`src/psq_pkg.sv`:
```
/*
  package for the program sequencer: address widths, vectors, reach masks,
  stack depth and the command encoding driven by the instruction decoder.
  assumes a single core clock domain.
*/
package psq_pkg;
  localparam int unsigned PC_W        = 10;
  localparam int unsigned STK_DEPTH   = 8;
  localparam int unsigned STK_PTR_W   = 3;
  localparam logic [9:0]  RESET_VEC   = 10'h000;
  localparam logic [9:0]  SWI_VEC     = 10'h001;
  localparam logic [9:0]  HWI_VEC     = 10'h008;
  localparam logic [9:0]  SHORT_MASK  = 10'h0FF;
  localparam logic [9:0]  MEDIUM_MASK = 10'h1FF;
  localparam logic [9:0]  RSVD_LO     = 10'h3FE;
  localparam logic [9:0]  ROLL_LO     = 10'h00E;
  localparam logic [9:0]  ROLL_HI     = 10'h00F;

  // command from the decoder, one per instruction cycle
  typedef enum logic [3:0] {
    PSQ_CMD_NEXT       = 4'h0,
    PSQ_CMD_SHORT_CALL = 4'h1,
    PSQ_CMD_SHORT_JUMP = 4'h2,
    PSQ_CMD_SHORT_ACAL = 4'h3,
    PSQ_CMD_MED_JUMP   = 4'h4,
    PSQ_CMD_LONG_CALL  = 4'h5,
    PSQ_CMD_LONG_JUMP  = 4'h6,
    PSQ_CMD_RETURN     = 4'h7,
    PSQ_CMD_RET_LIT    = 4'h8,
    PSQ_CMD_RET_INT    = 4'h9,
    PSQ_CMD_SOFT_INT   = 4'hA,
    PSQ_CMD_HOLD       = 4'hB
  } psq_cmd_t;
endpackage

```
`src/psq_return_stack.sv`:
```
/*
  eight-entry circular return stack.
  assumes the caller never pushes and pops in the same cycle.
*/
`timescale 1ns/10ps
module psq_return_stack
  import psq_pkg::*;
(
  input  wire logic                core_clk_i,
  input  wire logic                sys_rst_i,
  input  wire logic                clk_en_i,
  input  wire logic                push_i,
  input  wire logic                pop_i,
  input  wire logic [PC_W-1:0]     push_addr_i,
  output logic      [PC_W-1:0]     top_o,
  output logic      [STK_PTR_W:0]  fill_o
);
  logic [PC_W-1:0]      stk_mem [STK_DEPTH];
  logic [STK_PTR_W-1:0] ptr_r;
  logic [STK_PTR_W:0]   fill_r;

  ////////////////////////////////////////////////////////////////////////
  // pointer: wraps silently, overflow drops the oldest entry
  always_ff @(posedge core_clk_i or posedge sys_rst_i) begin
    if (sys_rst_i) begin
      ptr_r <= 3'h0;
    end else if (clk_en_i && push_i) begin
      ptr_r <= ptr_r + 3'h1;
    end else if (clk_en_i && pop_i) begin
      ptr_r <= ptr_r - 3'h1;
    end
  end

  // occupancy count saturates, no error is raised
  always_ff @(posedge core_clk_i or posedge sys_rst_i) begin
    if (sys_rst_i) begin
      fill_r <= 4'h0;
    end else if (clk_en_i && push_i && fill_r != 4'h8) begin
      fill_r <= fill_r + 4'h1;
    end else if (clk_en_i && pop_i && !push_i && fill_r != 4'h0) begin
      fill_r <= fill_r - 4'h1;
    end
  end

  // storage: no reset; a pop on an empty stack reads whatever the slot last held
  always_ff @(posedge core_clk_i) begin
    if (clk_en_i && push_i) begin
      stk_mem[ptr_r] <= push_addr_i;
    end
  end

  assign top_o  = stk_mem[ptr_r - 3'h1];
  assign fill_o = fill_r;
endmodule // psq_return_stack

```
`src/psq_program_sequencer.sv`:
```
/*
  program counter and call/return sequencing for a 1K-word program memory.
  hardware interrupt requests outrank the instruction of the same cycle and
  save pc+1 as their return point; a hold command blocks them so a stalled
  fetch never loses its place. popping an empty stack hands back whatever
  the slot last held, with no flag: firmware keeps calls and returns paired.
  the stack keeps eight entries and overwrites the oldest when overrun.
  the reserved top pair of addresses is only reported, never trapped.
  assumes the decoder issues one command per enabled cycle and that pin
  inputs (external interrupt) are asynchronous to core_clk_i.
*/
`timescale 1ns/10ps
module psq_program_sequencer
  import psq_pkg::*;
(
  input  wire logic                     core_clk_i,
  input  wire logic                     sys_rst_i,
  input  wire logic                     clk_en_i,
  input  wire psq_pkg::psq_cmd_t        cmd_i,
  input  wire logic [psq_pkg::PC_W-1:0] target_i,
  input  wire logic [7:0]               literal_i,
  input  wire logic                     int_req_i,
  input  wire logic                     port_b0_i,
  input  wire logic                     ext_irq_select_i,
  input  wire logic                     ext_irq_enable_i,
  output logic      [psq_pkg::PC_W-1:0] pc_o,
  output logic      [7:0]               ret_literal_o,
  output logic                          ret_literal_vld_o,
  output logic                          ext_irq_o,
  output logic                          int_entry_o,
  output logic                          stack_full_o,
  output logic                          rsvd_fetch_o
);
  import psq_pkg::*;

  // counter, stack hook-up and the registered status outputs
  logic [PC_W-1:0]    pc_r;
  logic [PC_W-1:0]    pc_nxt;
  logic [PC_W-1:0]    pc_inc;
  logic [PC_W-1:0]    stk_top;
  logic [STK_PTR_W:0] stk_fill;
  logic               push;
  logic               pop;
  logic               hw_take;
  logic               pb0_s1_r;
  logic               pb0_s2_r;
  logic               pb0_d_r;
  logic               ext_irq_r;
  logic               int_entry_r;
  logic [7:0]         lit_r;
  logic               lit_vld_r;
  logic               full_r;
  logic               rsvd_r;

  // page-relative target inside a reach window
  function automatic logic [PC_W-1:0] reach(input logic [PC_W-1:0] base,
                                            input logic [PC_W-1:0] tgt,
                                            input logic [PC_W-1:0] mask);
    reach = (base & ~mask) | (tgt & mask);
  endfunction

  // return-with-literal accepted this cycle, decoded for value and strobe
  function automatic logic lit_taken(input logic hw, input psq_cmd_t cmd);
    lit_taken = ~hw & (cmd == PSQ_CMD_RET_LIT);
  endfunction

  ////////////////////////////////////////////////////////////////////////
  // external interrupt pin: two-flop sync, then rising-edge detect
  // only the second flop feeds logic, the first may still be settling
  always_ff @(posedge core_clk_i or posedge sys_rst_i) begin
    if (sys_rst_i) begin
      pb0_s1_r <= 1'b0;
      pb0_s2_r <= 1'b0;
      pb0_d_r  <= 1'b0;
    end else if (clk_en_i) begin
      pb0_s1_r <= port_b0_i;
      pb0_s2_r <= pb0_s1_r;
      pb0_d_r  <= pb0_s2_r;
    end
  end

  // pin acts as interrupt source only when both bits are set
  // rising edge only, so a pin held high raises a single request
  always_ff @(posedge core_clk_i or posedge sys_rst_i) begin
    if (sys_rst_i) begin
      ext_irq_r <= 1'b0;
    end else if (clk_en_i) begin
      ext_irq_r <= ext_irq_select_i & ext_irq_enable_i & pb0_s2_r & ~pb0_d_r;
    end
  end

  ////////////////////////////////////////////////////////////////////////
  // next-address selection; hardware interrupts win over every instruction except hold
  // the increment also feeds the stack, so a call saves the word after itself
  assign pc_inc  = pc_r + 10'h001;
  assign hw_take = int_req_i & (cmd_i != PSQ_CMD_HOLD);

  always_comb begin
    pc_nxt = pc_inc;
    push   = 1'b0;
    pop    = 1'b0;
    if (hw_take) begin
      pc_nxt = HWI_VEC;
      push   = 1'b1;
    end else begin
      // short and medium forms keep the page bits of the current counter
      unique case (cmd_i)
        PSQ_CMD_NEXT: begin
          pc_nxt = pc_inc;
        end
        PSQ_CMD_SHORT_CALL, PSQ_CMD_SHORT_ACAL: begin
          pc_nxt = reach(pc_r, target_i, SHORT_MASK);
          push   = 1'b1;
        end
        PSQ_CMD_SHORT_JUMP: begin
          pc_nxt = reach(pc_r, target_i, SHORT_MASK);
        end
        PSQ_CMD_MED_JUMP: begin
          pc_nxt = reach(pc_r, target_i, MEDIUM_MASK);
        end
        PSQ_CMD_LONG_CALL: begin
          pc_nxt = target_i;
          push   = 1'b1;
        end
        PSQ_CMD_LONG_JUMP: begin
          pc_nxt = target_i;
        end
        PSQ_CMD_RETURN, PSQ_CMD_RET_LIT, PSQ_CMD_RET_INT: begin
          pc_nxt = stk_top;
          pop    = 1'b1;
        end
        PSQ_CMD_SOFT_INT: begin
          pc_nxt = SWI_VEC;
          push   = 1'b1;
        end
        PSQ_CMD_HOLD: begin
          pc_nxt = pc_r;
        end
        default: begin
          pc_nxt = pc_inc;
        end
      endcase
    end
  end

  ////////////////////////////////////////////////////////////////////////
  // program counter, ten bits, starts at the reset vector
  // a low clock enable holds it, so the fetch simply repeats the same word
  always_ff @(posedge core_clk_i or posedge sys_rst_i) begin
    if (sys_rst_i) begin
      pc_r <= RESET_VEC;
    end else if (clk_en_i) begin
      pc_r <= pc_nxt;
    end
  end

  ////////////////////////////////////////////////////////////////////////
  // return literal captured for the accumulator on a return-with-literal
  always_ff @(posedge core_clk_i or posedge sys_rst_i) begin
    if (sys_rst_i) begin
      lit_r     <= 8'h00;
      lit_vld_r <= 1'b0;
    end else if (clk_en_i) begin
      lit_vld_r <= lit_taken(hw_take, cmd_i);
      if (lit_taken(hw_take, cmd_i)) begin
        lit_r <= literal_i;
      end
    end
  end

  // status flags; reserved-area fetch is only reported, software must avoid it
  // full is only a hint: a ninth push still overwrites the oldest entry
  always_ff @(posedge core_clk_i or posedge sys_rst_i) begin
    if (sys_rst_i) begin
      int_entry_r <= 1'b0;
      full_r      <= 1'b0;
      rsvd_r      <= 1'b0;
    end else if (clk_en_i) begin
      int_entry_r <= hw_take;
      full_r      <= (stk_fill == 4'h8);
      rsvd_r      <= (pc_nxt >= RSVD_LO);
    end
  end

  ////////////////////////////////////////////////////////////////////////
  // return stack, next address is pushed
  // push and pop never coincide: the command decode raises one at most
  psq_return_stack u_stack (
    .core_clk_i  (core_clk_i),
    .sys_rst_i   (sys_rst_i),
    .clk_en_i    (clk_en_i),
    .push_i      (push),
    .pop_i       (pop),
    .push_addr_i (pc_inc),
    .top_o       (stk_top),
    .fill_o      (stk_fill)
  );

  ////////////////////////////////////////////////////////////////////////
  // every output is a flop, no logic between register and port
  assign pc_o              = pc_r;
  assign ret_literal_o     = lit_r;
  assign ret_literal_vld_o = lit_vld_r;
  assign ext_irq_o         = ext_irq_r;
  assign int_entry_o       = int_entry_r;
  assign stack_full_o      = full_r;
  assign rsvd_fetch_o      = rsvd_r;
endmodule // psq_program_sequencer

```
`config.mk`:
```
export PLATFORM = sky130hd
export DESIGN_NAME = psq_program_sequencer
export DESIGN_NICKNAME = d
export VERILOG_FILES = /design/src/psq_pkg.sv /design/src/psq_return_stack.sv /design/src/psq_program_sequencer.sv
export SDC_FILE = /design/constraint.sdc
export NUM_CORES = 1
export LEC_CHECK = 0
export CORE_UTILIZATION = 40
export DETAILED_ROUTE_END_ITERATION = 10
export DONT_BUFFER_PORTS = 1
export PLACE_DENSITY = 0.51
export SLEW_MARGIN = 10
export SYNTH_ARGS = -nofsm -noshare
export SYNTH_HDL_FRONTEND = slang
export SYNTH_SLANG_ARGS = --single-unit
```
`constraint.sdc`:
```
create_clock -name core_clk_i -period 4 [get_ports core_clk_i]
set_input_delay 0.2 -clock core_clk_i [delete_from_list [all_inputs] [get_ports core_clk_i]]
set_output_delay 0.2 -clock core_clk_i [all_outputs]
set_load 0.02 [all_outputs]
```
======== After elaboration in Yosys (flattened, before gate mapping) ========
Memories as Yosys holds them, arrays and structs flattened.
Index checks and enable logic that the tools add are counted.
cells by class
  $add $sub $neg .......................... 5
  equal/unequal tests ..................... 14
  mux-type cells .......................... 12
  order comparisons ....................... 1
  bitwise logic cells ..................... 9
  reductions and logical operators ........ 14
operators with widths
  operator                                                    number
  one-hot mux 10 bit (6 select lines)                         1
  equality test 4 bit (second input constant)                 5
  equality test 4 x 3 -> 1 bit (second input constant)        4
  adder 10 x 1 -> 10 bit (second input constant)              1
  greater-or-equal comparator 10 bit (second input constant)  1
  2-to-1 mux 10 bit                                           1
  OR 10 x 8 -> 10 bit                                         1
  OR 10 x 9 -> 10 bit                                         1
  equality test 4 x 2 -> 1 bit (second input constant)        2
  2-to-1 mux 4 bit                                            2
  != test 4 bit (second input constant)                       2
  2-to-1 mux 1 bit                                            6
  2-to-1 mux 3 bit                                            2
  OR reduction 3 bit                                          2
  bitwise AND 1 bit                                           5
  logical AND 1 bit                                           5
  adder 4 x 1 -> 4 bit (second input constant)                1
  equality test 4 x 1 -> 1 bit (second input constant)        1
  nonzero test 2 bit                                          2
  nonzero test 4 bit                                          1
  OR reduction 4 bit                                          1
  subtractor 4 x 1 -> 4 bit (second input constant)           1
  adder 3 x 1 -> 3 bit (second input constant)                1
  subtractor 3 x 1 -> 3 bit (second input constant)           1
  4 further kinds                                             5
storage, ports and cells
  output and inout port bits .............. 23
  input bits .............................. 29
  bits in writable memories ............... 80
  memories ................................ 1
  flip-flop bits (word level) ............. 33
memories
  name             depth  bits a word  rd ports  clocked after Yosys merged registers in  write ports  RTL line                source
  u_stack.stk_mem  8      10           1         0                                        1            psq_return_stack.sv:18  logic [PC_W-1:0] stk_mem [STK_DEPTH];

======== Depth between registers and ports, before layout ========
Gate-level depths: netlist of the first run.
  depth in word-level cells ............... 9
  depth in mapped cells ................... 11
  gate-level depth less buffers ........... 9

======== Cells and area by module ========
From an unflattened synthesis of the first run, not the netlist that was laid out.
unflattened totals
  cells, all modules ...................... 382
  area, all modules ....................... 5475.3 um^2
modules (own cells, without submodules)
  module                 area an instance (um^2)  instances  cells an instance
  psq_return_stack       3525.9                   1          169
  psq_program_sequencer  1949.4                   1          213

======== Worst setup path after synthesis of the first run ========
No wires, ideal clock.
  path type ............................... flip-flop to flip-flop
  start point ............................. register u_stack.ptr_r[0]
  end point ............................... register rsvd_r (netlist: rsvd_fetch_o)
  library setup time ...................... 137 ps
  cell stages (with the launch flop) ...... 10
  slack ................................... 1353 ps
  arrival time ............................ 2509 ps
  required time ........................... 3863 ps
  clock period less this slack ............ 2647 ps
  path buffers ............................ 1
  path through ............................ dfrtp_1 -> buf_2 -> clkinv_1 -> ha_1 -> xor2_4 -> mux4_1 -> nor2_1 -> a2111oi_4 -> o2111ai_1 -> o32ai_2
on the way
  cells in the longest elaborated chain, start to end .. 5
RTL lines
  what                                 RTL line                      source
  start: declaration                   psq_return_stack.sv:19        logic [STK_PTR_W-1:0] ptr_r;
  start signal: assignment             psq_return_stack.sv:28        ptr_r <= ptr_r + 3'h1;
  start signal: assignment             psq_return_stack.sv:30        ptr_r <= ptr_r - 3'h1;
  subtractor 3 x 1 -> 3 bit            psq_return_stack.sv:52        assign top_o = stk_mem[ptr_r - 3'h1];
  memory (8 x 10 bit)                  n/a
  one-hot mux 10 bit (6 select lines)  psq_program_sequencer.sv:107  unique case (cmd_i)
  2-to-1 mux 10 bit                    psq_program_sequencer.sv:102  if (hw_take) begin
  greater-or-equal comparator 10 bit   psq_program_sequencer.sv:181  rsvd_r <= (pc_nxt >= RSVD_LO);
  end signal: assignment               psq_program_sequencer.sv:181
  end: declaration                     psq_program_sequencer.sv:53   logic rsvd_r;
No other way between the ends.
A chain may end at the register's enable or synchronous reset.

======== Worst setup path after layout of the first run ========
Same ends and word-level chain as after synthesis.

==> results of run 1 <==
## cell families after synthesis
group,after synthesis
buf+inv,43
mux,48
compound gates,107
simple gates,89
fa+ha+maj,6
xor+xnor,14
flops,113
## final timing paths
path                                         startpoint                            to  slack, ns  cells past startpoint
max in group asynchronous                     sys_rst_i           pc_o[4]$_DFFE_PP0P_       3.35                      3
max                        u_stack.ptr_r[0]$_DFFE_PP0P_      rsvd_fetch_o$_DFFE_PP0P_       0.63                      8
min in group asynchronous                     sys_rst_i  ret_literal_o[5]$_DFFE_PP0P_       0.33                      3
max reg2reg                u_stack.ptr_r[0]$_DFFE_PP0P_      rsvd_fetch_o$_DFFE_PP0P_       0.63                      8
min reg2reg                         pb0_d_r$_DFFE_PP0P_         ext_irq_o$_DFFE_PP0P_       0.45                      1
min                                            clk_en_i           pc_o[8]$_DFFE_PP0P_       0.05                      2
## per-layer routing
metal | GRT usage | vias up | share of wire
li1 | - | 1657 | -
met1 | 0.278 | 1874 | 0.44
met2 | 0.327 | 121 | 0.49
met3 | 0.0516 | 22 | 0.053
met4 | 0.0767 | 0 | 0.020
met5 | 0 | - | 0
## sequential cells by signal, summed over array words and instances, names as in the netlist, 3 cells and up
name / count
u_stack.stk_mem: 80
pc_o: 10
ret_literal_o: 8
u_stack.fill_o: 4
u_stack.ptr_r: 3
## power by group
group	switching, mW	leakage (nW)	internal, mW
sequential	0.207	1.14	1.47
combinational	0.794	0.922	0.568
clock	0.551	0.320	1.11
## layout by cell type (no fill, tap or decap), types with 10 or more instances in the layout
cell type / instances
edfxtp_1: 80
dfrtp_1: 33
nand2_1: 29
mux2i_1: 26
a21oi_1: 19
o21ai_0: 18
nor2_1: 17
clkbuf_16: 17
inv_1: 16
mux2_2: 14
dlygate4sd3_1: 13
buf_4: 11
xnor2_1: 10
## final cells by class
cell class | count | area, µm² | share of cell area
inverters | 17 | 63.8 | 0.00992
clock buffers | 17 | 425 | 0.0661
clock inverters | 15 | 231 | 0.0360
well taps | 176 | 220 | 0.0342
flip-flops and latches | 113 | 3230 | 0.502
repair buffers | 24 | 213 | 0.0331
multi-input cells | 264 | 2050 | 0.319
## critical path, stage by stage, from the launching register on
cell	delay, ns
dfrtp_1	0.62
clkinv_1	0.34
ha_1	0.39
xor2_4	0.40
mux4_1	0.63
mux2i_1	0.33
o221ai_1	0.26
o2111ai_1	0.15
o32ai_2	0.10
## repair_timing
action,4_1_cts,5_1_grt
setup buffers,0,0
hold buffers,13,0
endpoints found under the hold margin,55,0
==> impl_metrics.env, run 1 <==
export IMPL_clk_pin_slew_ns=0.05
export IMPL_cts_tree="built"
export IMPL_antenna_found_initial=0
export IMPL_place_gp_congestion=0.834
export IMPL_drt_antenna_violating_nets=0
export IMPL_holdWs_ns=0.0541
export IMPL_num_rows=42
export IMPL_slew_headroom=0.241
export IMPL_design_area_um2=6430
export IMPL_yosysMostFrequentCell="edfxtp_1"
export IMPL_dpl_cell_area_um2=5650
export IMPL_synthTopCellsByArea="edfxtp_1, dfrtp_1, mux2i_1, mux2_2, mux4_1"
export IMPL_peakVddDrop_v=0.000347
export IMPL_nNetsFinal=472
export IMPL_synth_xor_area_frac=0.0259
export IMPL_cts_sinks=113
export IMPL_cts_buffers=17
export IMPL_fp_dieH_um=119
export IMPL_wire_per_inst_um=22.2
export IMPL_hold_violations=0
export IMPL_syn_nets=455
export IMPL_final_cell_count_no_fill=626
export IMPL_synth_compound_area_frac=0.142
export IMPL_final_period_utilization=0.843
export IMPL_ctsResizeCount=0
export IMPL_core_area_um2=13200
export IMPL_critPathCaptureType="register"
export IMPL_grt_max_degree=34
export IMPL_drive_gt1_frac=0.142
export IMPL_finalSetupViolCount=0
export IMPL_synth_mux_area_frac=0.113
export IMPL_clk_latency_ns=0.41
export IMPL_synthAdderAreaFrac=0.0152
export IMPL_fin_ws_ns=0.629
export IMPL_clock_path_buffers=2
export IMPL_tns_ns=0
export IMPL_synth_edff_count=80
export IMPL_synth_seq_cells=113
export IMPL_grt_pass1_wl_um=21200
export IMPL_yosysTopAreaCell="edfxtp_1"
export IMPL_synth_common_cells="edfxtp_1, dfrtp_1, nand2_1"
export IMPL_drt_iter0_drc=309
export IMPL_cts_root_buffer="clkbuf_16"
export IMPL_tightest_slew_ns=1.13
export IMPL_die_w_um=119
export IMPL_ys_types=58
export IMPL_synthCells=420
export IMPL_start_util=0.411
export IMPL_num_fill_cells=1178
export IMPL_min_path_type="primary input to register"
export IMPL_cap_violations=0
export IMPL_cp_start_kind="register"
export IMPL_drt_total_wl_um=13900
export IMPL_netlist_area_um2=5450
export IMPL_dp_cells=581
export IMPL_track_usage=0.208
export IMPL_drv_slew=0
export IMPL_die_area_um2=14100
export IMPL_grt_pass1_vias=3592
export IMPL_clock_fmax_mhz=297
export IMPL_synth_simple_area_share=0.0806
export IMPL_p_leak_nw=2.38
export IMPL_via_per_inst=5.87
export IMPL_period_minus_slack_ns=3.37
export IMPL_diodes=0
export IMPL_async_flop_share=0.292
export IMPL_critPathRequiredTime_ns=4.25
export IMPL_p_total_mw=4.70
export IMPL_synth_main_ff_cell="edfxtp_1"
export IMPL_pin_count=52
export IMPL_grt_overflow=0
export IMPL_clock_skew_ns=0.00687
export IMPL_drc_errors=0
export IMPL_syn_mean_instance_area_um2=13.0
export IMPL_synth_top_family_by_area="compound AO/OA/AOI/OAI gates"
export IMPL_synth_top_area_frac=0.441
export IMPL_port_buffers=0
export IMPL_pre_cts_slack_ns=0.712
export IMPL_crit_arrival_ns=3.62
export IMPL_dp_hpwl_um=9380
export IMPL_status="finished clean"
export IMPL_area_growth_pct=18.1
export IMPL_rsz0062_at_grt="false"
export IMPL_path_class="register to register"
export IMPL_htreeDepth=4
export IMPL_powerDensity_nw_per_um2=731
export IMPL_ys_seq_area_frac=0.592
export IMPL_drt_pass1_iter_count=5
export IMPL_critPathMaxFanout=11
export IMPL_vias=3674
export IMPL_utilization=0.486
export IMPL_ys_warn_count=0
(Power assumes the default switching activity.)
==> inputs of run 2 (changes only) <==
--- a/config.mk
+++ b/config.mk
@@ -8,7 +8,7 @@
 export CORE_UTILIZATION = 40
 export DETAILED_ROUTE_END_ITERATION = 10
 export DONT_BUFFER_PORTS = 1
-export PLACE_DENSITY = 0.51
+export PLACE_DENSITY = 0.53
 export SLEW_MARGIN = 10
 export SYNTH_ARGS = -nofsm -noshare
 export SYNTH_HDL_FRONTEND = slang
==> constraint.sdc (replaced) <==
create_clock -name core_clk_i -period 2.75 [get_ports core_clk_i]
set_input_delay 0.1375 -clock core_clk_i [delete_from_list [all_inputs] [get_ports core_clk_i]]
set_output_delay 0.1375 -clock core_clk_i [all_outputs]
set_load 0.02 [all_outputs]
==> run 2 against run 1 <==
  * Critical path depth unchanged
  * Global-route usage rose by 0.62 points
  * Sequential share of layout area is 0.92 points lower
  * Power grew 43%
  * First-iteration DRC count is 14% lower
  * Sequential power is 41% higher
  * Flip-flop and latch count did not move
  * Critical path type unchanged
  * Highest routed layer unchanged
==> impl_metrics.env, run 2 (synthesized netlist as in run 1, its figures left out) <==
export IMPL_status="finished clean"
export IMPL_clock_path_buffers=2
export IMPL_period_minus_slack_ns=2.55
export IMPL_utilization=0.495
export IMPL_final_period_utilization=0.927
export IMPL_design_area_um2=6550
export IMPL_largest_register_ffs=80
export IMPL_dp_cells=603
export IMPL_hold_violations=0
export IMPL_die_w_um=119
export IMPL_drt_total_wl_um=14000
export IMPL_final_cell_count_no_fill=649
export IMPL_r2r_slack_ns=0.20
export IMPL_htreeDepth=4
export IMPL_die_area_um2=14100
export IMPL_dpl_cell_area_um2=5820
export IMPL_grt_overflow=0
export IMPL_tightest_slew_ns=0.849
export IMPL_nNetsFinal=495
export IMPL_place_gp_congestion=0.888
export IMPL_grt_use_met3=0.0598
export IMPL_via_per_inst=5.77
export IMPL_grt_util_met1=0.268
export IMPL_cts_buffers=17
export IMPL_rr_worst_depth=8
export IMPL_grt_pass1_vias=3761
export IMPL_grt_busiest_layer="met2"
export IMPL_clk_latency_ns=0.42
export IMPL_cp_start_kind="register"
export IMPL_clock_fmax_mhz=392
export IMPL_crit_start="u_stack.ptr_r[1]$_DFFE_PP0P_"
export IMPL_cts_root_buffer="clkbuf_16"
export IMPL_peakVddDrop_v=0.000497
export IMPL_rsz0062_at_grt="false"
export IMPL_critPathMaxFanout=8
export IMPL_crit_path_end="rsvd_fetch_o$_DFFE_PP0P_"
export IMPL_finalSetupViolCount=0
export IMPL_fp_dieH_um=119
export IMPL_antenna_found_initial=0
export IMPL_crit_arrival_ns=2.81
export IMPL_drv_slew=0
export IMPL_crit_slowest_cell="mux4_1"
export IMPL_slew_headroom=0.430
export IMPL_vias=3744
export IMPL_clock_skew_ns=0.00638
export IMPL_grtUsageMet2=0.343
export IMPL_cts_tree="built"
export IMPL_track_usage=0.214
export IMPL_min_path_type="primary input to register"
export IMPL_slowest_delay_ns=0.59
export IMPL_drive_gt1_frac=0.182
export IMPL_tns_ns=0
export IMPL_r2r_start="u_stack.ptr_r[1]$_DFFE_PP0P_"
export IMPL_drc_errors=0
export IMPL_top_register="u_stack.stk_mem"
export IMPL_reg2reg_to="rsvd_fetch_o$_DFFE_PP0P_"
export IMPL_final_common_cell="edfxtp_1"
export IMPL_critPathRequiredTime_ns=3.01
export IMPL_p_leak_nw=2.48
export IMPL_grt_pass1_wl_um=21900
export IMPL_dp_hpwl_um=9690
export IMPL_path_cells="inv_1, ha_2, xor2_4, mux4_1, nor2_1, a2111oi_4, o2111ai_1, o32ai_2"
export IMPL_grt_max_degree=34
export IMPL_core_area_um2=13200
export IMPL_num_rows=42
export IMPL_drt_iter0_drc=267
export IMPL_final_cell_mix="edfxtp_1, dfrtp_1, buf_4"
export IMPL_clk_pin_slew_ns=0.06
export IMPL_powerDensity_nw_per_um2=1020
export IMPL_cap_violations=0
export IMPL_critPathCaptureType="register"
export IMPL_area_growth_pct=20.3
export IMPL_start_util=0.411
export IMPL_port_buffers=0
export IMPL_diodes=0
export IMPL_wire_per_inst_um=21.6
export IMPL_drt_antenna_violating_nets=0
export IMPL_path_class="register to register"
export IMPL_holdWs_ns=0.0912
export IMPL_pin_count=52
export IMPL_cts_sinks=113
export IMPL_drt_pass1_iter_count=5
-- run 2: cell count changes in the layout (fill, tap and decap cells not counted), moves of 2 or more --
| cell | before | now |
|---|---|---|
| clkinv_2 | 2 | 4 |
| inv_4 | 0 | 2 |
| clkbuf_1 | 0 | 2 |
| clkbuf_8 | 0 | 3 |
| clkinv_4 | 4 | 0 |
| buf_4 | 11 | 33 |
| inv_6 | 2 | 0 |
| bufinv_16 | 5 | 0 |
| clkbuf_16 | 17 | 20 |
-- run 2: routing by layer --
metal | share of wire | vias to the layer above | wire (µm)
met2 | 0.50 | 107 | 6950
met5 | 0 | - | 0
met1 | 0.43 | 1909 | 6040
li1 | - | 1703 | -
met3 | 0.048 | 25 | 670
met4 | 0.024 | 0 | 338
-- run 2: per-stage QoR --
step | worst slack [ns] | power (mW)
floorplan | 0.103 | 3.88
global placement | 0.203 | 4.55
detailed placement | 0.138 | 4.60
CTS | 0.0914 | 6.75
global route | 0.0145 | 7.05
finish | 0.201 | 6.71
-- run 2: critical path: cells and delay by family (launching register included) --
kind            cells  cell delay (ns)
xor+xnor            1             0.33
flops               1             0.43
mux                 1             0.59
buf+inv             1             0.15
simple gates        1             0.19
compound gates      3             0.45
fa+ha+maj           1             0.27
-- run 2: power breakdown --
part	total (mW)	internal [mW]	switching, mW	leakage [nW]
clock	2.12	1.38	0.744	0.295
combinational	2.22	1.00	1.22	1.04
sequential	2.37	2.14	0.230	1.14
total	6.71	4.52	2.19	2.48
-- run 2: worst min-delay path by stage --
stage	from	endpoint	depth (start not counted)
3_3_place_gp	sys_rst_i	u_stack.fill_o[1]$_DFFE_PP0P_	2
4_1_cts	clk_en_i	stack_full_o$_DFFE_PP0P_	4
2_1_floorplan	sys_rst_i	ext_irq_o$_DFFE_PP0P_	1
5_1_grt	clk_en_i	stack_full_o$_DFFE_PP0P_	3
6_report	clk_en_i	stack_full_o$_DFFE_PP0P_	4
3_5_place_dp	sys_rst_i	u_stack.fill_o[2]$_DFFE_PP0P_	2
-- run 2: timing repair --
| action | in CTS | in global routing |
|---|---|---|
| endpoints found under the setup margin | 0 | 2 |
| hold buffers | 13 | 0 |
| resized for setup | 0 | 1 |
| hold endpoints to repair | 55 | 0 |
| setup buffers | 0 | 1 |
-- run 2: final cells by class --
type	instances	area (µm²)
Clock inverter	7	40.0
Inverter	17	63.8
Fill cell	1162	6690
Clock buffer	25	549
Timing Repair Buffer	47	398
Tap cell	176	220
Multi-Input combinational cell	264	2050
Sequential cell	113	3230
